`src/video_pin_defs.svh`:
```
`ifndef VIDEO_PIN_DEFS_SVH
`define VIDEO_PIN_DEFS_SVH

// --------
// host i/o ports: index port and data port
// --------
`define IO_INDEX_PORT 16'h03D6
`define IO_DATA_PORT 16'h03D7

// --------
// register indexes
// --------
`define IDX_VIDEO_PIN_CONTROL 8'h60
`define IDX_SYNC_PIN_SELECT 8'h61
`define IDX_GP_PIN_DIRECTION 8'h62
`define IDX_GP_PIN_DATA 8'h63
`define IDX_PIN_FLOAT_CONTROL 8'h67
`define IDX_STRAP_LATCH_LOW 8'h70
`define IDX_STRAP_LATCH_HIGH 8'h71

// --------
// video pin control fields
// --------
`define VPC_CLK_HALF_BIT 6
`define VPC_BLANK_POL_BIT 5
`define VPC_BLANK_SRC_BIT 4
`define VPC_UPPER_OUT_BIT 3
`define VPC_LOWER_OUT_BIT 2
`define VPC_MODE_HI 1
`define VPC_MODE_LO 0

// --------
// sync pin select fields
// --------
`define SPS_V_PSEQ_BIT 6
`define SPS_H_PSEQ_BIT 5
`define SPS_DRIVE_LOWPWR_BIT 4
`define SPS_V_CTL_BIT 3
`define SPS_V_DATA_BIT 2
`define SPS_H_CTL_BIT 1
`define SPS_H_DATA_BIT 0

// --------
// general purpose and float control fields
// --------
`define GP_CLK_BIT 3
`define GP_DATA_BIT 2
`define PFC_CLAIM_DRIVE_BIT 2
`define PFC_VIDEO_FLOAT_BIT 1
`define PFC_MEM_FLOAT_BIT 0

// --------
// strap bit positions in the low strap register
// --------
`define STRAP_CLKTEST_BIT 7
`define STRAP_ACTIVITY_INDICATOR_OUT_BIT 6
`define STRAP_EXTCLK_BIT 4
`define STRAP_VGADEC_BIT 1

// --------
// reset values
// --------
`define RST_CTL7 7'h00
`define RST_CTL3 3'h0
`define RST_GP_DIR 2'h0
`define RST_GP_DATA 4'h0
`define RST_BYTE 8'h00
`define RST_STRAP_LOW 8'h01

`endif

```
`src/video_pin_pkg.sv`:
```
package video_pin_pkg;

    // ----------------------------------------------------------------
    // connector behaviour modes
    // ----------------------------------------------------------------
    typedef enum logic [1:0] {
        CONN_DISABLED = 2'h0,
        CONN_STD_FEATURE = 2'h1,
        CONN_ADV_FEATURE = 2'h2,
        CONN_ZOOMED = 2'h3
    } connector_mode_t;

    // strap capture phase, gray along the path
    typedef enum logic [1:0] {
        STRAP_WAIT = 2'h0,
        STRAP_HELD = 2'h1
    } strap_phase_t;

    // ----------------------------------------------------------------
    // state records
    // ----------------------------------------------------------------
    typedef struct packed {
        logic [7:0] index_ff;
        logic [6:0] video_ctl_ff;
        logic [6:0] sync_ctl_ff;
        logic [1:0] gp_dir_ff;
        logic [3:0] gp_data_ff;
        logic [2:0] float_ctl_ff;
        logic [7:0] strap_lo_ff;
        logic [7:0] strap_hi_ff;
        strap_phase_t phase_ff;
        logic [7:0] rdata_ff;
    } pin_ctrl_state_t;

    typedef struct packed {
        logic pin_ff;
        logic oe_ff;
    } sync_drv_state_t;

    typedef struct packed {
        logic prev_ff;
        logic half_ff;
    } clk_div_state_t;

endpackage : video_pin_pkg

```
`src/sync_pin_driver.sv`:
```
// one sync pin: power sequencing clock, override data or normal sync
module sync_pin_driver
(
    input wire logic clk,
    input wire logic rst,
    input wire logic normal_sync,
    input wire logic pseq_clock,
    input wire logic pseq_sel,
    input wire logic override_en,
    input wire logic override_data,
    input wire logic low_power,
    input wire logic drive_low_power,
    output logic pin_out,
    output logic pin_oe
);

    // ----------------------------------------------------------------
    // state
    // ----------------------------------------------------------------
    video_pin_pkg::sync_drv_state_t st_ff; // registered pin drive
    video_pin_pkg::sync_drv_state_t nxt_st; // next pin drive

    // pick the pin source and decide whether it floats
    always_comb
    begin
        nxt_st = st_ff;
        if (pseq_sel)
        begin
            nxt_st.pin_ff = pseq_clock;
        end
        else if (override_en)
        begin
            nxt_st.pin_ff = override_data;
        end
        else
        begin
            nxt_st.pin_ff = normal_sync; // normal sync
        end
        nxt_st.oe_ff = !low_power || drive_low_power;
    end

    // register the copy
    always_ff @(posedge clk or posedge rst)
    begin
        if (rst)
        begin
            st_ff <= '0;
        end
        else
        begin
            st_ff <= nxt_st;
        end
    end

    assign pin_out = st_ff.pin_ff;
    assign pin_oe = st_ff.oe_ff;

endmodule : sync_pin_driver

```
`src/pixel_clock_divider.sv`:
```
// halves a sampled dot clock level by toggling on its rising edges
module pixel_clock_divider
(
    input wire logic clk,
    input wire logic rst,
    input wire logic dot_clock,
    output logic half_clock
);

    // ----------------------------------------------------------------
    // state
    // ----------------------------------------------------------------
    video_pin_pkg::clk_div_state_t st_ff; // previous level and divided clock
    video_pin_pkg::clk_div_state_t nxt_st; // next divider state

    // toggle on each rising edge of the sampled dot clock
    always_comb
    begin
        nxt_st = st_ff;
        nxt_st.prev_ff = dot_clock;
        if (dot_clock && !st_ff.prev_ff)
        begin
            nxt_st.half_ff = !st_ff.half_ff;
        end
    end

    // register the copy
    always_ff @(posedge clk or posedge rst)
    begin
        if (rst)
        begin
            st_ff <= '0;
        end
        else
        begin
            st_ff <= nxt_st;
        end
    end

    assign half_clock = st_ff.half_ff;

endmodule : pixel_clock_divider

```
`src/video_pin_and_strap_control.sv`:
```
`include "video_pin_defs.svh"

module video_pin_and_strap_control
(
    input wire logic clk,
    input wire logic rst,
    // host indexed i/o port
    input wire logic [15:0] io_addr,
    input wire logic io_wr,
    input wire logic io_rd,
    input wire logic [7:0] io_wdata,
    output logic [7:0] io_rdata,
    // clocks, video timing and power modes from the core
    input wire logic dot_clock,
    input wire logic vclk_synth,
    input wire logic mclk_synth,
    input wire logic y_enable,
    input wire logic display_enable,
    input wire logic normal_hsync,
    input wire logic normal_vsync,
    input wire logic pseq_clock,
    input wire logic standby_mode,
    input wire logic panel_off_mode,
    input wire logic suspend_mode,
    // video port pins
    output logic video_port_clock_out,
    output logic video_port_clock_oe,
    output logic blank_out,
    output logic blank_oe,
    output logic pixel_port_upper_byte_oe,
    output logic pixel_port_lower_byte_oe,
    output video_pin_pkg::connector_mode_t connector_mode,
    // sync pins
    output logic hsync_out,
    output logic hsync_oe,
    output logic vsync_out,
    output logic vsync_oe,
    // display channel and general purpose pins
    input wire logic display_channel_clock_pin_in,
    output logic display_channel_clock_pin_out,
    output logic display_channel_clock_pin_oe,
    input wire logic display_channel_data_pin_in,
    output logic display_channel_data_pin_out,
    output logic display_channel_data_pin_oe,
    output logic [1:0] gp_pin_out,
    // claim, indicator and rom pins
    input wire logic local_device_claim_in,
    output logic local_device_claim_out,
    output logic local_device_claim_oe,
    input wire logic activity_in,
    input wire logic backlight_in,
    output logic activity_indicator_out,
    output logic activity_indicator_oe,
    output logic backlight_enable_out,
    output logic backlight_enable_oe,
    input wire logic rom_output_enable_in_n,
    output logic rom_output_enable_pin_n,
    // memory interface and strap pins
    input wire logic [9:0] strap_addr_in,
    input wire logic [7:0] strap_data_in,
    output logic mem_pins_oe,
    // strap driven configuration
    output logic use_external_clocks,
    output logic reference_clock_pin_oe,
    output logic test_clock_pin_oe,
    output logic vga_io_decode_en,
    output logic [1:0] config_reg_bits
);

    // ----------------------------------------------------------------
    // helpers
    // ----------------------------------------------------------------

    // true when the host address hits the given port
    function automatic logic is_port(input logic [15:0] addr, input logic [15:0] port);
        is_port = (addr == port);
    endfunction : is_port

    // ----------------------------------------------------------------
    // state
    // ----------------------------------------------------------------
    video_pin_pkg::pin_ctrl_state_t st_ff; // all registers of this block
    video_pin_pkg::pin_ctrl_state_t nxt_st; // next value of all registers
    logic data_hit; // host touches the data port
    logic index_hit; // host touches the index port
    logic [7:0] gp_data_view; // data register as software sees it
    logic [7:0] rd_value; // value selected by the index
    logic straps_held; // strap capture done, pins may drive
    logic clock_test; // clock test mode from straps
    logic half_clock; // divided dot clock
    logic blank_src; // selected blank source
    logic v_pin; // vsync driver output
    logic v_oe; // vsync driver enable
    logic h_pin; // hsync driver output
    logic h_oe; // hsync driver enable
    logic low_power; // standby or panel off
    logic video_float; // video port forced off

    // ----------------------------------------------------------------
    // host decode
    // ----------------------------------------------------------------

    assign data_hit = is_port(io_addr, `IO_DATA_PORT);
    assign index_hit = is_port(io_addr, `IO_INDEX_PORT);

    // input pins read back while their direction is input
    always_comb
    begin
        gp_data_view = 8'h00;
        gp_data_view[`GP_CLK_BIT] = st_ff.gp_dir_ff[1] ? st_ff.gp_data_ff[`GP_CLK_BIT]
                                                      : display_channel_clock_pin_in;
        gp_data_view[`GP_DATA_BIT] = st_ff.gp_dir_ff[0] ? st_ff.gp_data_ff[`GP_DATA_BIT]
                                                       : display_channel_data_pin_in;
        gp_data_view[1:0] = st_ff.gp_data_ff[1:0];
    end

    // read multiplexer over the indexed registers
    always_comb
    begin
        rd_value = 8'h00;
        case (st_ff.index_ff)
            `IDX_VIDEO_PIN_CONTROL:
            begin
                rd_value = {1'b0, st_ff.video_ctl_ff};
            end
            `IDX_SYNC_PIN_SELECT:
            begin
                rd_value = {1'b0, st_ff.sync_ctl_ff};
            end
            `IDX_GP_PIN_DIRECTION:
            begin
                rd_value = {4'h0, st_ff.gp_dir_ff, 2'h0};
            end
            `IDX_GP_PIN_DATA:
            begin
                rd_value = gp_data_view;
            end
            `IDX_PIN_FLOAT_CONTROL:
            begin
                rd_value = {5'h00, st_ff.float_ctl_ff};
            end
            `IDX_STRAP_LATCH_LOW:
            begin
                rd_value = {st_ff.strap_lo_ff[7:1], 1'b1};
            end
            `IDX_STRAP_LATCH_HIGH:
            begin
                rd_value = st_ff.strap_hi_ff;
            end
            default:
            begin
                rd_value = 8'h00; // unmapped index reads zero
            end
        endcase
    end

    // ----------------------------------------------------------------
    // register updates and strap capture
    // ----------------------------------------------------------------

    // writes, read capture and the one-time strap latch
    always_comb
    begin
        nxt_st = st_ff;
        // index port write
        if (io_wr && index_hit)
        begin
            nxt_st.index_ff = io_wdata;
        end
        // data port write, reserved bits dropped
        if (io_wr && data_hit)
        begin
            case (st_ff.index_ff)
                `IDX_VIDEO_PIN_CONTROL:
                begin
                    nxt_st.video_ctl_ff = io_wdata[6:0];
                end
                `IDX_SYNC_PIN_SELECT:
                begin
                    nxt_st.sync_ctl_ff = io_wdata[6:0];
                end
                `IDX_GP_PIN_DIRECTION:
                begin
                    nxt_st.gp_dir_ff = io_wdata[3:2];
                end
                `IDX_GP_PIN_DATA:
                begin
                    nxt_st.gp_data_ff = io_wdata[3:0];
                end
                `IDX_PIN_FLOAT_CONTROL:
                begin
                    nxt_st.float_ctl_ff = io_wdata[2:0];
                end
                default:
                begin
                    nxt_st.index_ff = st_ff.index_ff; // read-only or unmapped: ignored
                end
            endcase
        end
        // read data held in a flop
        if (io_rd)
        begin
            if (data_hit)
            begin
                nxt_st.rdata_ff = rd_value;
            end
            else if (index_hit)
            begin
                nxt_st.rdata_ff = st_ff.index_ff;
            end
            else
            begin
                nxt_st.rdata_ff = 8'h00;
            end
        end
        // straps caught on the first edge after reset release
        case (st_ff.phase_ff)
            video_pin_pkg::STRAP_WAIT:
            begin
                nxt_st.strap_lo_ff = {strap_addr_in[7:1], 1'b1};
                nxt_st.strap_hi_ff = {strap_data_in[7:2], strap_addr_in[9:8]};
                nxt_st.phase_ff = video_pin_pkg::STRAP_HELD;
            end
            video_pin_pkg::STRAP_HELD:
            begin
                nxt_st.phase_ff = video_pin_pkg::STRAP_HELD; // latched for good
            end
            default:
            begin
                nxt_st.phase_ff = video_pin_pkg::STRAP_WAIT;
            end
        endcase
    end

    // register the copy
    always_ff @(posedge clk or posedge rst)
    begin
        if (rst)
        begin
            st_ff.index_ff <= `RST_BYTE;
            st_ff.video_ctl_ff <= `RST_CTL7;
            st_ff.sync_ctl_ff <= `RST_CTL7;
            st_ff.gp_dir_ff <= `RST_GP_DIR;
            st_ff.gp_data_ff <= `RST_GP_DATA;
            st_ff.float_ctl_ff <= `RST_CTL3;
            st_ff.strap_lo_ff <= `RST_STRAP_LOW;
            st_ff.strap_hi_ff <= `RST_BYTE;
            st_ff.phase_ff <= video_pin_pkg::STRAP_WAIT;
            st_ff.rdata_ff <= `RST_BYTE;
        end
        else
        begin
            st_ff <= nxt_st;
        end
    end

    assign io_rdata = st_ff.rdata_ff;

    // ----------------------------------------------------------------
    // strap effects
    // ----------------------------------------------------------------

    assign straps_held = (st_ff.phase_ff == video_pin_pkg::STRAP_HELD);
    assign clock_test = straps_held && !st_ff.strap_lo_ff[`STRAP_CLKTEST_BIT];
    assign use_external_clocks = straps_held && !st_ff.strap_lo_ff[`STRAP_EXTCLK_BIT];
    assign reference_clock_pin_oe = straps_held && st_ff.strap_lo_ff[`STRAP_EXTCLK_BIT];
    assign test_clock_pin_oe = straps_held && st_ff.strap_lo_ff[`STRAP_EXTCLK_BIT];
    assign vga_io_decode_en = straps_held && st_ff.strap_lo_ff[`STRAP_VGADEC_BIT];
    assign config_reg_bits = {vga_io_decode_en, 1'b1};

    // memory pins stay undriven until straps are caught
    assign mem_pins_oe = straps_held && !st_ff.float_ctl_ff[`PFC_MEM_FLOAT_BIT];

    // indicator outputs floated by a low strap
    assign activity_indicator_out = activity_in;
    assign backlight_enable_out = backlight_in;
    assign activity_indicator_oe = straps_held && st_ff.strap_lo_ff[`STRAP_ACTIVITY_INDICATOR_OUT_BIT];
    assign backlight_enable_oe = straps_held && st_ff.strap_lo_ff[`STRAP_ACTIVITY_INDICATOR_OUT_BIT];

    // rom enable carries the memory synthesizer in clock test
    assign rom_output_enable_pin_n = clock_test ? mclk_synth : rom_output_enable_in_n;

    // ----------------------------------------------------------------
    // video port pins
    // ----------------------------------------------------------------

    pixel_clock_divider u_div
    (
        .clk(clk),
        .rst(rst),
        .dot_clock(dot_clock),
        .half_clock(half_clock)
    );

    assign video_float = st_ff.float_ctl_ff[`PFC_VIDEO_FLOAT_BIT];

    // clock pin: test synthesizer, half or full dot clock
    always_comb
    begin
        if (clock_test)
        begin
            video_port_clock_out = vclk_synth;
        end
        else if (st_ff.video_ctl_ff[`VPC_CLK_HALF_BIT])
        begin
            video_port_clock_out = half_clock;
        end
        else
        begin
            video_port_clock_out = dot_clock;
        end
    end

    // blank pin source and polarity
    assign blank_src = st_ff.video_ctl_ff[`VPC_BLANK_SRC_BIT] ? display_enable : y_enable;
    assign blank_out = st_ff.video_ctl_ff[`VPC_BLANK_POL_BIT] ? !blank_src : blank_src;

    // enables of the video port pins
    assign video_port_clock_oe = !video_float;
    assign blank_oe = !video_float;
    assign pixel_port_upper_byte_oe = st_ff.video_ctl_ff[`VPC_UPPER_OUT_BIT] && !video_float;
    assign pixel_port_lower_byte_oe = st_ff.video_ctl_ff[`VPC_LOWER_OUT_BIT] && !video_float;
    assign connector_mode =
        video_pin_pkg::connector_mode_t'(st_ff.video_ctl_ff[`VPC_MODE_HI:`VPC_MODE_LO]);

    // ----------------------------------------------------------------
    // sync pins
    // ----------------------------------------------------------------

    assign low_power = standby_mode || panel_off_mode;

    sync_pin_driver u_vsync
    (
        .clk(clk),
        .rst(rst),
        .normal_sync(normal_vsync),
        .pseq_clock(pseq_clock),
        .pseq_sel(st_ff.sync_ctl_ff[`SPS_V_PSEQ_BIT]),
        .override_en(st_ff.sync_ctl_ff[`SPS_V_CTL_BIT]),
        .override_data(st_ff.sync_ctl_ff[`SPS_V_DATA_BIT]),
        .low_power(low_power),
        .drive_low_power(st_ff.sync_ctl_ff[`SPS_DRIVE_LOWPWR_BIT]),
        .pin_out(v_pin),
        .pin_oe(v_oe)
    );

    sync_pin_driver u_hsync
    (
        .clk(clk),
        .rst(rst),
        .normal_sync(normal_hsync),
        .pseq_clock(pseq_clock),
        .pseq_sel(st_ff.sync_ctl_ff[`SPS_H_PSEQ_BIT]),
        .override_en(st_ff.sync_ctl_ff[`SPS_H_CTL_BIT]),
        .override_data(st_ff.sync_ctl_ff[`SPS_H_DATA_BIT]),
        .low_power(low_power),
        .drive_low_power(st_ff.sync_ctl_ff[`SPS_DRIVE_LOWPWR_BIT]),
        .pin_out(h_pin),
        .pin_oe(h_oe)
    );

    assign vsync_out = v_pin;
    assign hsync_out = h_pin;
    assign vsync_oe = v_oe;
    assign hsync_oe = h_oe;

    // ----------------------------------------------------------------
    // display channel, general purpose and claim pins
    // ----------------------------------------------------------------

    assign display_channel_clock_pin_out = st_ff.gp_data_ff[`GP_CLK_BIT];
    assign display_channel_data_pin_out = st_ff.gp_data_ff[`GP_DATA_BIT];
    assign display_channel_clock_pin_oe = st_ff.gp_dir_ff[1];
    assign display_channel_data_pin_oe = st_ff.gp_dir_ff[0];
    assign gp_pin_out = st_ff.gp_data_ff[1:0];

    // claim output floats in suspend unless software keeps it
    assign local_device_claim_out = local_device_claim_in;
    assign local_device_claim_oe = !suspend_mode || st_ff.float_ctl_ff[`PFC_CLAIM_DRIVE_BIT];

endmodule : video_pin_and_strap_control

```
`config.mk`:
```
export PLATFORM = sky130hd
export DESIGN_NAME = video_pin_and_strap_control
export DESIGN_NICKNAME = d
export VERILOG_FILES = /design/src/video_pin_pkg.sv /design/src/sync_pin_driver.sv /design/src/pixel_clock_divider.sv /design/src/video_pin_and_strap_control.sv
export VERILOG_INCLUDE_DIRS = /design/src
export SDC_FILE = /design/constraint.sdc
export NUM_CORES = 1
export LEC_CHECK = 0
export BUFFER_PORTS_ARGS = -buffer_cell sky130_fd_sc_hd__buf_2
export CAP_MARGIN = 40
export CORE_AREA = 2 2 110 80
export DETAILED_ROUTE_END_ITERATION = 8
export DIE_AREA = 0 0 112 82
export SLEW_MARGIN = 5
export SYNTH_ARGS = -nofsm -noshare
export SYNTH_HDL_FRONTEND = slang
export SYNTH_SLANG_ARGS = --single-unit
```
`constraint.sdc`:
```
create_clock -name clk -period 4.7 [get_ports clk]
set_clock_uncertainty 0.2 [all_clocks]
set_input_delay 0.47 -clock clk [delete_from_list [all_inputs] [get_ports clk]]
set_output_delay 0.47 -clock clk [all_outputs]
set_load 0.02 [all_outputs]
```
==> results of run 1 <==
[power breakdown]
| part | switching (mW) | total (mW) | internal [mW] |
|---|---|---|---|
| combinational | 0.0498 | 0.0956 | 0.0458 |
| sequential | 0.0164 | 0.553 | 0.537 |
| clock | 0.220 | 0.627 | 0.407 |
| total | 0.286 | 1.28 | 0.990 |
[worst max-delay path by stage]
stage                                                endpoint  slack, ns
finish              display_channel_clock_pin_out$_DFFE_PP0P_       1.99
global route         display_channel_data_pin_out$_DFFE_PP0P_       1.88
CTS                                 gp_pin_out[1]$_DFFE_PP0P_       2.03
detailed placement                      st_ff[46]$_DFFE_PP0P_       1.70
global placement                connector_mode[0]$_DFFE_PP0P_       1.73
floorplan            display_channel_clock_pin_oe$_DFFE_PP0P_       2.09
[registers in the layout, summed over array words and instances (netlist names), 2 cells and up]
register,cells
connector_mode,2
gp_pin_out,2
io_rdata,8
st_ff,39
[Yosys cell counts, types with 4 or more instances]
library cell / instances / share of area, %
sky130_fd_sc_hd__a21oi_1: 6 / 0.95
sky130_fd_sc_hd__a22oi_1: 8 / 1.9
sky130_fd_sc_hd__buf_4: 21 / 5.0
sky130_fd_sc_hd__clkbuf_1: 7 / 0.83
sky130_fd_sc_hd__dfrtp_1: 60 / 48
sky130_fd_sc_hd__inv_1: 4 / 0.48
sky130_fd_sc_hd__mux2_2: 42 / 15
sky130_fd_sc_hd__mux2_4: 9 / 4.3
sky130_fd_sc_hd__mux2i_1: 5 / 1.6
sky130_fd_sc_hd__nand2_1: 17 / 2.0
sky130_fd_sc_hd__nand3_1: 6 / 0.95
sky130_fd_sc_hd__nor2_1: 7 / 0.83
sky130_fd_sc_hd__nor2b_1: 5 / 0.99
sky130_fd_sc_hd__nor3_1: 4 / 0.63
sky130_fd_sc_hd__nor4_1: 4 / 0.79
sky130_fd_sc_hd__o21ai_0: 9 / 1.4
[layout make-up]
cell class | instances | area share (%)
Sequential cell | 60 | 39.3
Multi-Input combinational cell | 171 | 37.1
Inverter | 5 | 0.491
Tap cell | 105 | 3.43
Clock inverter | 5 | 1.37
Timing Repair Buffer | 93 | 12.2
Clock buffer | 11 | 6.08
[cells in the final DEF, fill, tap and decap left out, drive strengths merged, types with 4 or more instances in the layout]
cell    instances
buf            93
mux2           51
nor4            6
nand3           7
clkbuf         11
nor2            7
dfrtp          60
a22oi           8
inv             4
o21ai          10
clkinv          4
nor3            4
mux2i           5
a21oi           6
nand2          17
nor2b           5
[kinds of logic after synthesis]
| logic type | count (synthesis) | synth area share, % |
|---|---|---|
| other | 1 | 0.119 |
| flip-flops | 60 | 47.6 |
| buffers and inverters | 36 | 7.57 |
| AND/OR/NAND/NOR | 73 | 14.9 |
| AO/OA/AOI/OAI | 37 | 7.73 |
| multiplexers | 57 | 21.6 |
| XOR/XNOR | 2 | 0.555 |
[metrics by stage]
stage	cell area, µm²	hold WS [ns]
global route	3820	0.0827
floorplan	3160	0.245
finish	3820	0.0849
CTS	3820	0.0778
global placement	3540	0.261
detailed placement	3540	0.276
[routing by layer]
| layer | GRT usage, % | routed length, µm | vias to the layer above | share of wire, % |
|---|---|---|---|---|
| met5 | 0 | 0 | - | 0 |
| met4 | 5.98 | 91 | 0 | 1.2 |
| met3 | 6.57 | 734 | 13 | 9.8 |
| met2 | 23.1 | 3030 | 99 | 41 |
| met1 | 24.6 | 3620 | 1101 | 48 |
| li1 | - | - | 1097 | - |
==> results.py, run 1 <==
metrics = {
    "synth": {
        "ys_ff_latch": 60,
        "avgSynthCellArea_um2": 11.9,
        "syn_inst": 266,
        "ys_async_sr_fraction_pct": 100,
        "synth_edf_count": 0,
        "synth_flop_cell": "sky130_fd_sc_hd__dfrtp_1",
        "synth-seq-area-share_pct": 47.6,
        "synth.distinct_cells": 50,
        "synthesis.area_um2": 3160,
        "ys.warnings.count": 0,
    },
    "setup_path": {
        "reg2regPathDepth": 5,
        "reg2reg_slack_ns": 1.99,
        "cp.arrival_ns": 2.72,
        "worstSetupPathType": "reg2reg",
        "cpPeakStageDelay_ns": 0.59,
        "setup.worst_path.end_class": "flip-flop",
        "crit_path_cell_trace": "nand4bb_2, or2_2, nor3_1, and2b_4, mux2_2",
        "worstPathRequired_ns": 4.71,
        "cpMaxStageDelayCell": "sky130_fd_sc_hd__dfrtp_1",
        "reg2reg_from": "st_ff[53]$_DFFE_PP0P_",
        "startpoint_type": "flip-flop",
        "cpLargestDelayFamily": "simple AND/OR/NAND/NOR gates",
        "worst_r2r_endpoint": "display_channel_clock_pin_out$_DFFE_PP0P_",
        "critical_path_peak_fanout": 16,
        "buffering_stage_count_on_the_worst_path_with_inverters_included": 0,
        "worstSetupPathDepth": 5,
        "startpoint": "st_ff[53]$_DFFE_PP0P_",
    },
    "routing": {
        "postRouteAntennaNets": 0,
        "vias": 2310,
        "drt_wirelength_mm": 7.47,
        "avgViaCountPerCell": 5.13,
        "drt-initial-drc-count": 130,
        "detail_route.wl_per_cell_um": 16.6,
        "drt_drc_violations_left": 0,
        "dr.pass1.iters": 4,
    },
    "place": {
        "gp_congestion": 0.909,
        "pre_cts_slack_ns": 1.70,
        "placement.io_buffers": 92,
        "place.detailed.instances": 434,
        "dp_hpwl_mm": 5.54,
    },
    "finish": {
        "seq_area_um2": 1500,
        "final_net_count": 403,
        "multiInputGateArea_um2": 1420,
        "fillers": 807,
        "synthToLayoutAreaGrowth_pct": 21.2,
        "finalNonFillerCells": 450,
        "finish.utilization_pct": 46.7,
        "antenna_cells": 0,
        "drive_above_1_share_pct": 49.3,
    },
    "timing": {
        "post-route-period-util_pct": 57.7,
        "timing.final.hold_violations": 0,
        "finalSetupTns_ns": 0,
        "grt_setup_unrepaired": "no",
        "setup-violations-final": 0,
        "slew_headroom_pct": 46.6,
        "maxClockFrequency_mhz": 369,
        "worst-slew-pin-transition_ns": 0.795,
        "setup_ws_ns": 1.99,
        "report.final.slew_viol_count": 0,
        "final_period_minus_worst_setup_slack_ns": 2.71,
    },
    "hold_path": {
        "timing.hold.worst_endpoint": "u_div.st_ff[1]$_DFF_PP0_",
        "classification_of_the_worst_slack_hold_path": "in2reg",
        "min_path_cells": 1,
        "min-delay-start": "dot_clock",
    },
    "floorplan": {
        "pin_count": 103,
        "die_x_um": 112,
        "fp_rows": 28,
        "die_area_um2": 9180,
        "design.core.area_um2": 8200,
        "start_util_pct": 38.5,
        "chipHeight_um": 82,
    },
    "global_route": {
        "global_route.usage.total_pct": 17.0,
        "grt_first_pass_wirelength_mm": 12.0,
        "grt_remaining_overflow": 0,
        "first_global_vias": 2250,
        "grt_max_degree": 61,
        "antenna_violations_before_repair": 0,
    },
    "status": {
        "status": "finished clean",
    },
    "power": {
        "power.leakage_nw": 1.78,
        "ir_worst_vdd_v": 0.000177,
        "power.density_nw_per_um2": 334,
        "post-layout-total-power_mw": 1.28,
    },
    "cts": {
        "clock-sinks": 60,
        "tritoncts": "yes",
        "post_cts_hold_fix_bufs": 0,
        "worst_setup_hold_path_clk_slew_ns": 0.05,
        "htree_levels": 3,
        "cts.root.buffer_cell": "sky130_fd_sc_hd__clkbuf_16",
        "cts.repair_timing.setup_buffer_count": 0,
        "post_cts_resized": 0,
        "buffer_levels_on_the_longest_clock_path": 2,
        "clk_latency_worst_skew_pair_ns": 0.32,
        "numCtsBuffers": 9,
    },
    "job": {
        "maxCapViolations": 0,
    },
}
(Power assumes the default switching activity.)
==> run 2, diff against run 1 <==
- clock period: 4.7 -> 2.7 ns (I/O delays scaled with it)
==> run 2 against run 1 <==
  * Flip-flop and latch count stayed put
  * Routed wire length increased by 6.7%
  * Via count rose by 6.6%
  * Largest cell class unchanged
==> results.py, run 2 (synthesis results as in run 1) <==
metrics = {
    "status": {
        "status": "finished clean",
    },
    "floorplan": {
        "chipHeight_um": 82,
        "pin_count": 103,
        "die_x_um": 112,
        "start_util_pct": 38.5,
        "die_area_um2": 9180,
        "fp_rows": 28,
        "design.core.area_um2": 8200,
    },
    "timing": {
        "post-route-period-util_pct": 84.3,
        "maxClockFrequency_mhz": 440,
        "worst-slew-pin-transition_ns": 0.640,
        "setup-violations-final": 0,
        "timing.final.hold_violations": 0,
        "report.final.slew_viol_count": 0,
        "final_period_minus_worst_setup_slack_ns": 2.28,
        "grt_setup_unrepaired": "no",
        "finalSetupTns_ns": 0,
        "worst_hold_slack_ns": 0.000624,
        "slew_headroom_pct": 57.0,
        "setup_ws_ns": 0.425,
    },
    "cts": {
        "numCtsBuffers": 9,
        "tritoncts": "yes",
        "buffer_levels_on_the_longest_clock_path": 2,
        "worst_setup_hold_path_clk_slew_ns": 0.05,
        "cts.repair_timing.setup_buffer_count": 0,
        "htree_levels": 3,
        "cts.root.buffer_cell": "sky130_fd_sc_hd__clkbuf_16",
        "clock-sinks": 60,
        "post_cts_hold_fix_bufs": 20,
        "post_cts_resized": 0,
        "clk_latency_worst_skew_pair_ns": 0.33,
    },
    "finish": {
        "largest_register": "st_ff",
        "design_area_um2": 4120,
        "finish.utilization_pct": 50.2,
        "max_reg_flops": 39,
        "finalNonFillerCells": 478,
        "layout_commonest_cell": "sky130_fd_sc_hd__buf_2",
        "final_net_count": 431,
        "synthToLayoutAreaGrowth_pct": 30.4,
        "fillers": 777,
        "drive_above_1_share_pct": 48.3,
        "layout.cells.most_common_list": "sky130_fd_sc_hd__buf_2, sky130_fd_sc_hd__dfrtp_1, sky130_fd_sc_hd__mux2_2, sky130_fd_sc_hd__dlygate4sd3_1, sky130_fd_sc_hd__nand2_1",
        "antenna_cells": 0,
    },
    "job": {
        "maxCapViolations": 0,
    },
    "routing": {
        "dr.pass1.iters": 4,
        "postRouteAntennaNets": 0,
        "drt_drc_violations_left": 0,
        "avgViaCountPerCell": 5.15,
        "drt_wirelength_mm": 7.97,
        "detail_route.wl_per_cell_um": 16.7,
        "drt-initial-drc-count": 155,
        "vias": 2462,
    },
    "place": {
        "gp_congestion": 0.884,
        "post_dp_cell_area_um2": 3610,
        "pre_cts_slack_ns": 0.100,
        "dp_hpwl_mm": 5.86,
        "placement.io_buffers": 92,
        "place.detailed.instances": 442,
    },
    "power": {
        "power.leakage_nw": 1.92,
        "power.density_nw_per_um2": 559,
        "post-layout-total-power_mw": 2.30,
        "ir_worst_vdd_v": 0.000247,
    },
    "setup_path": {
        "worstSetupPathType": "reg2reg",
        "critical_path_peak_fanout": 5,
        "reg2regPathDepth": 5,
        "worstPathRequired_ns": 2.71,
        "reg2reg_slack_ns": 0.42,
        "reg2reg_from": "st_ff[56]$_DFFE_PP0P_",
        "cp.arrival_ns": 2.29,
        "setup.worst_path.end_class": "flip-flop",
        "worst_r2r_endpoint": "gp_pin_out[0]$_DFFE_PP0P_",
        "startpoint_type": "flip-flop",
    },
    "global_route": {
        "globalRouteMet1Util_pct": 26.3,
        "grt_max_degree": 32,
        "global_route.usage.total_pct": 18.2,
        "grt_remaining_overflow": 0,
        "first_global_vias": 2389,
        "grt_busiest_layer": "met1",
        "groute.layer.met3.usage_pct": 5.98,
        "grt_first_pass_wirelength_mm": 12.7,
        "grt_use_met2_pct": 26.2,
        "antenna_violations_before_repair": 0,
    },
    "hold_path": {
        "timing.hold.worst_endpoint": "u_hsync.pin_out$_DFF_PP0_",
        "classification_of_the_worst_slack_hold_path": "in2reg",
        "min_path_cells": 3,
        "min-delay-start": "pseq_clock",
    },
}
run 2: cell count changes in the layout (fill, tap and decap cells not counted):
cell	delta
sky130_fd_sc_hd__dlygate4sd3_1	+20
sky130_fd_sc_hd__clkinv_2	-1
sky130_fd_sc_hd__clkbuf_1	-2
sky130_fd_sc_hd__clkinv_4	+1
sky130_fd_sc_hd__buf_4	+7
sky130_fd_sc_hd__clkinvlp_4	+1
sky130_fd_sc_hd__clkbuf_8	+1
sky130_fd_sc_hd__buf_12	+1
run 2: how the worst max path moves through the flow:
stage / from / to / slack, ns / cells after the start
6_report: st_ff[56]$_DFFE_PP0P_ / gp_pin_out[0]$_DFFE_PP0P_ / 0.42 / 5
5_1_grt: st_ff[51]$_DFFE_PP0P_ / io_rdata[4]$_DFFE_PP0P_ / 0.32 / 4
4_1_cts: io_addr[13] / display_channel_data_pin_oe$_DFFE_PP0P_ / 0.43 / 6
3_5_place_dp: io_addr[13] / display_channel_data_pin_oe$_DFFE_PP0P_ / 0.10 / 6
3_3_place_gp: io_addr[13] / display_channel_data_pin_oe$_DFFE_PP0P_ / 0.12 / 6
2_1_floorplan: io_addr[13] / display_channel_clock_pin_oe$_DFFE_PP0P_ / 0.29 / 5
run 2: metal layers:
metal	wire (µm)	vias up
met4	106	0
met3	619	12
li1	-	1150
met1	3880	1190
met2	3360	110
met5	0	-
run 2: power by group:
part           leakage [nW]  switching, mW  internal, mW
logic                 0.985         0.0958         0.101
clock network         0.144          0.410         0.736
registers             0.791         0.0223         0.934
run 2: cell type report:
type                       count  area [µm²]  share of cell area [%]
clock inverter                 6        63.8                    1.55
timing repair buffer         121         741                    18.0
multi-input combinational    171        1420                    34.5
sequential                    60        1500                    36.5
clock buffer                  10         239                    5.81
tap                          105         131                    3.19
inverter                       5        18.8                   0.456
run 2: critical path, stage by stage (launching register included):
cell,delay [ns]
sky130_fd_sc_hd__dfrtp_1,0.41
sky130_fd_sc_hd__nand4bb_2,0.35
sky130_fd_sc_hd__or2_2,0.39
sky130_fd_sc_hd__nor3_1,0.23
sky130_fd_sc_hd__and2b_4,0.24
sky130_fd_sc_hd__mux2_2,0.34
==> run 3, diff against run 2 <==
- ABC_AREA: default -> 1
- CORE_AREA: 2 2 110 80 -> 2 2 112 82
- DIE_AREA: 0 0 112 82 -> 0 0 114 84
- clock period: 2.7 -> 2.25 ns (I/O delays scaled with it)
==> run 3 against run 2 <==
  * Clock power rose by 33%
  * Combinational power rose by 39%
  * Fmax rose by 25%
  * Routed wire length rose by 4.6%
  * Clock-buffer cell count rose by 3
  * Largest cell class unchanged
==> results.py, run 3 <==
metrics = {
    "power": {
        "power.density_nw_per_um2": 690,
        "ir_worst_vdd_v": 0.000343,
        "post-layout-total-power_mw": 2.97,
        "power.leakage_nw": 2.18,
    },
    "cts": {
        "clock-sinks": 60,
        "htree_levels": 3,
        "clk_latency_worst_skew_pair_ns": 0.33,
        "post_cts_resized": 0,
        "cts.repair_timing.setup_buffer_count": 0,
        "cts.root.buffer_cell": "sky130_fd_sc_hd__clkbuf_16",
        "worst_setup_hold_path_clk_slew_ns": 0.05,
        "tritoncts": "yes",
        "buffer_levels_on_the_longest_clock_path": 2,
        "numCtsBuffers": 9,
    },
    "hold_path": {
        "classification_of_the_worst_slack_hold_path": "in2reg",
    },
    "synth": {
        "synth_most_common_cell": "sky130_fd_sc_hd__nand2_1",
        "ys.warnings.count": 0,
        "synth_flop_cell": "sky130_fd_sc_hd__dfrtp_1",
        "synthXorXnorAreaFrac_pct": 0.530,
        "ys_ff_latch": 60,
        "largest_family_of_logic_cells_by_synthesized_area": "simple AND/OR/NAND/NOR gates",
        "synth_edf_count": 0,
        "synthMuxAreaShare_pct": 0.303,
        "synth.distinct_cells": 33,
        "synth-seq-area-share_pct": 45.4,
        "synthAdderAreaFrac_pct": 0,
        "ys_async_sr_fraction_pct": 100,
        "top_cells_by_count_synth": "sky130_fd_sc_hd__nand2_1, sky130_fd_sc_hd__dfrtp_1, sky130_fd_sc_hd__nor2_1",
        "yosys.area_share.simple_pct": 30.4,
        "synth.top_cell.area_share_pct": 45.4,
        "synthesis.area_um2": 3310,
        "netlist_top_cells_area": "sky130_fd_sc_hd__dfrtp_1, sky130_fd_sc_hd__nand2_1, sky130_fd_sc_hd__nand3_1",
        "syn_inst": 413,
        "synth_top_cell_by_area": "sky130_fd_sc_hd__dfrtp_1",
        "compound_cell_area_share_of_the_yosys_netlist_pct": 11.0,
        "avgSynthCellArea_um2": 8.01,
    },
    "finish": {
        "max_reg_flops": 39,
        "synthToLayoutAreaGrowth_pct": 30.0,
        "antenna_cells": 0,
        "layout_commonest_cell": "sky130_fd_sc_hd__nand2_1",
        "drive_above_1_share_pct": 30.1,
        "largest_register": "st_ff",
        "final_net_count": 577,
        "layout.cells.most_common_list": "sky130_fd_sc_hd__nand2_1, sky130_fd_sc_hd__buf_2, sky130_fd_sc_hd__dfrtp_1, sky130_fd_sc_hd__nor2_1, sky130_fd_sc_hd__inv_1",
        "multiInputGateArea_um2": 1410,
        "seq_area_um2": 1500,
        "fillers": 869,
    },
    "setup_path": {
        "startpoint_type": "flip-flop",
        "setup.worst_path.end_class": "flip-flop",
        "critical_path_peak_fanout": 11,
        "worstPathRequired_ns": 2.30,
        "cp.arrival_ns": 1.87,
        "worstSetupPathType": "reg2reg",
    },
    "routing": {
        "vias": 2942,
        "drt_wirelength_mm": 8.34,
        "avgViaCountPerCell": 4.69,
        "postRouteAntennaNets": 0,
        "drt-initial-drc-count": 131,
        "drt_drc_violations_left": 0,
        "detail_route.wl_per_cell_um": 13.3,
        "dr.pass1.iters": 5,
    },
    "status": {
        "status": "finished clean",
    },
    "job": {
        "maxCapViolations": 0,
    },
    "global_route": {
        "first_global_vias": 2869,
        "antenna_violations_before_repair": 0,
        "grt_first_pass_wirelength_mm": 13.7,
        "grt_max_degree": 61,
        "grt_remaining_overflow": 0,
        "global_route.usage.total_pct": 18.3,
    },
    "timing": {
        "setup-violations-final": 0,
        "timing.final.hold_violations": 0,
        "grt_setup_unrepaired": "no",
        "maxClockFrequency_mhz": 551,
        "final_period_minus_worst_setup_slack_ns": 1.82,
        "worst_hold_slack_ns": 0.0239,
        "report.final.slew_viol_count": 0,
        "finalSetupTns_ns": 0,
        "post-route-period-util_pct": 80.7,
    },
    "place": {
        "dp_hpwl_mm": 5.85,
        "gp_congestion": 0.787,
        "placement.io_buffers": 92,
    },
    "floorplan": {
        "start_util_pct": 38.3,
        "design.core.area_um2": 8640,
        "pin_count": 103,
        "die_area_um2": 9580,
        "fp_rows": 29,
        "chipHeight_um": 84,
        "die_x_um": 114,
    },
}
## run 3: cell type report
cell class | instances | area share [%]
sequential | 60 | 34.9
clock buffer | 13 | 6.29
tap | 108 | 3.14
clock inverter | 3 | 1.57
timing repair buffer | 121 | 17.6
multi-input combinational | 279 | 32.7
inverter | 43 | 3.76
## run 3: final timing paths
kind                            cells after the start  slack [ns]                             to                  start
worst min-delay path                                3        0.02          st_ff[46]$_DFFE_PP0P_            io_wdata[4]
worst min register to register                      2        0.28          st_ff[10]$_DFFE_PP0N_  st_ff[10]$_DFFE_PP0N_
min in group asynchronous                           4        0.30          st_ff[56]$_DFFE_PP0P_                    rst
worst max-delay path                                8        0.43        io_rdata[5]$_DFFE_PP0P_  st_ff[50]$_DFFE_PP0P_
max in group asynchronous                           4        1.28  connector_mode[0]$_DFFE_PP0P_                    rst
worst max register to register                      8        0.43        io_rdata[5]$_DFFE_PP0P_  st_ff[50]$_DFFE_PP0P_
## run 3: routing by layer
metal  vias to the layer above  global-route usage, %  wire length (µm)
li1                       1496                      -                 -
met3                        10                   4.94               551
met4                         0                   5.10               112
met2                       103                   26.6              3470
met1                      1333                   26.8              4210
met5                         -                      0                 0
## run 3: cell families (layout without fill, tap and decap cells)
group	after synthesis	count (layout)
and+or+nand+nor	217	217
buffers and inverters	75	180
AOI/OAI and AO/OA	57	57
muxes	1	1
xor gates and xnor gates	2	2
DFF	60	60
other	1	2
## run 3: timing repair
action                     4_1_cts  5_1_grt
hold buffers                    21        0
setup endpoints to repair        0        0
hold endpoints to repair        80        0
## run 3: power breakdown
| part | internal [mW] | switching (mW) | total (mW) |
|---|---|---|---|
| clock | 1.06 | 0.474 | 1.53 |
| combinational | 0.117 | 0.157 | 0.274 |
| sequential | 1.13 | 0.0309 | 1.16 |
## run 3: stage by stage
| step | area (µm²) | utilization [%] | setup slack (ns) | cells |
|---|---|---|---|---|
| 6_report | 4300 | 49.8 | 0.435 | 627 |
| 5_1_grt | 4300 | 49.8 | 0.287 | 627 |
| 3_3_place_gp | 3750 | 43.4 | 0.461 | 590 |
| 4_1_cts | 4300 | 49.8 | 0.409 | 627 |
| 3_5_place_dp | 3750 | 43.4 | 0.432 | 590 |
| 2_1_floorplan | 3310 | - | 0.340 | 414 |
## run 3: critical path, cell delays in order, from the launching register on
cell and delay [ns]:
sky130_fd_sc_hd__dfrtp_1 0.40, sky130_fd_sc_hd__inv_1 0.11, sky130_fd_sc_hd__nand2_1 0.09, sky130_fd_sc_hd__nor2_4 0.30
sky130_fd_sc_hd__buf_4 0.21, sky130_fd_sc_hd__nand3_1 0.08, sky130_fd_sc_hd__nand4_1 0.14, sky130_fd_sc_hd__nand2_1 0.08
sky130_fd_sc_hd__a21oi_1 0.13
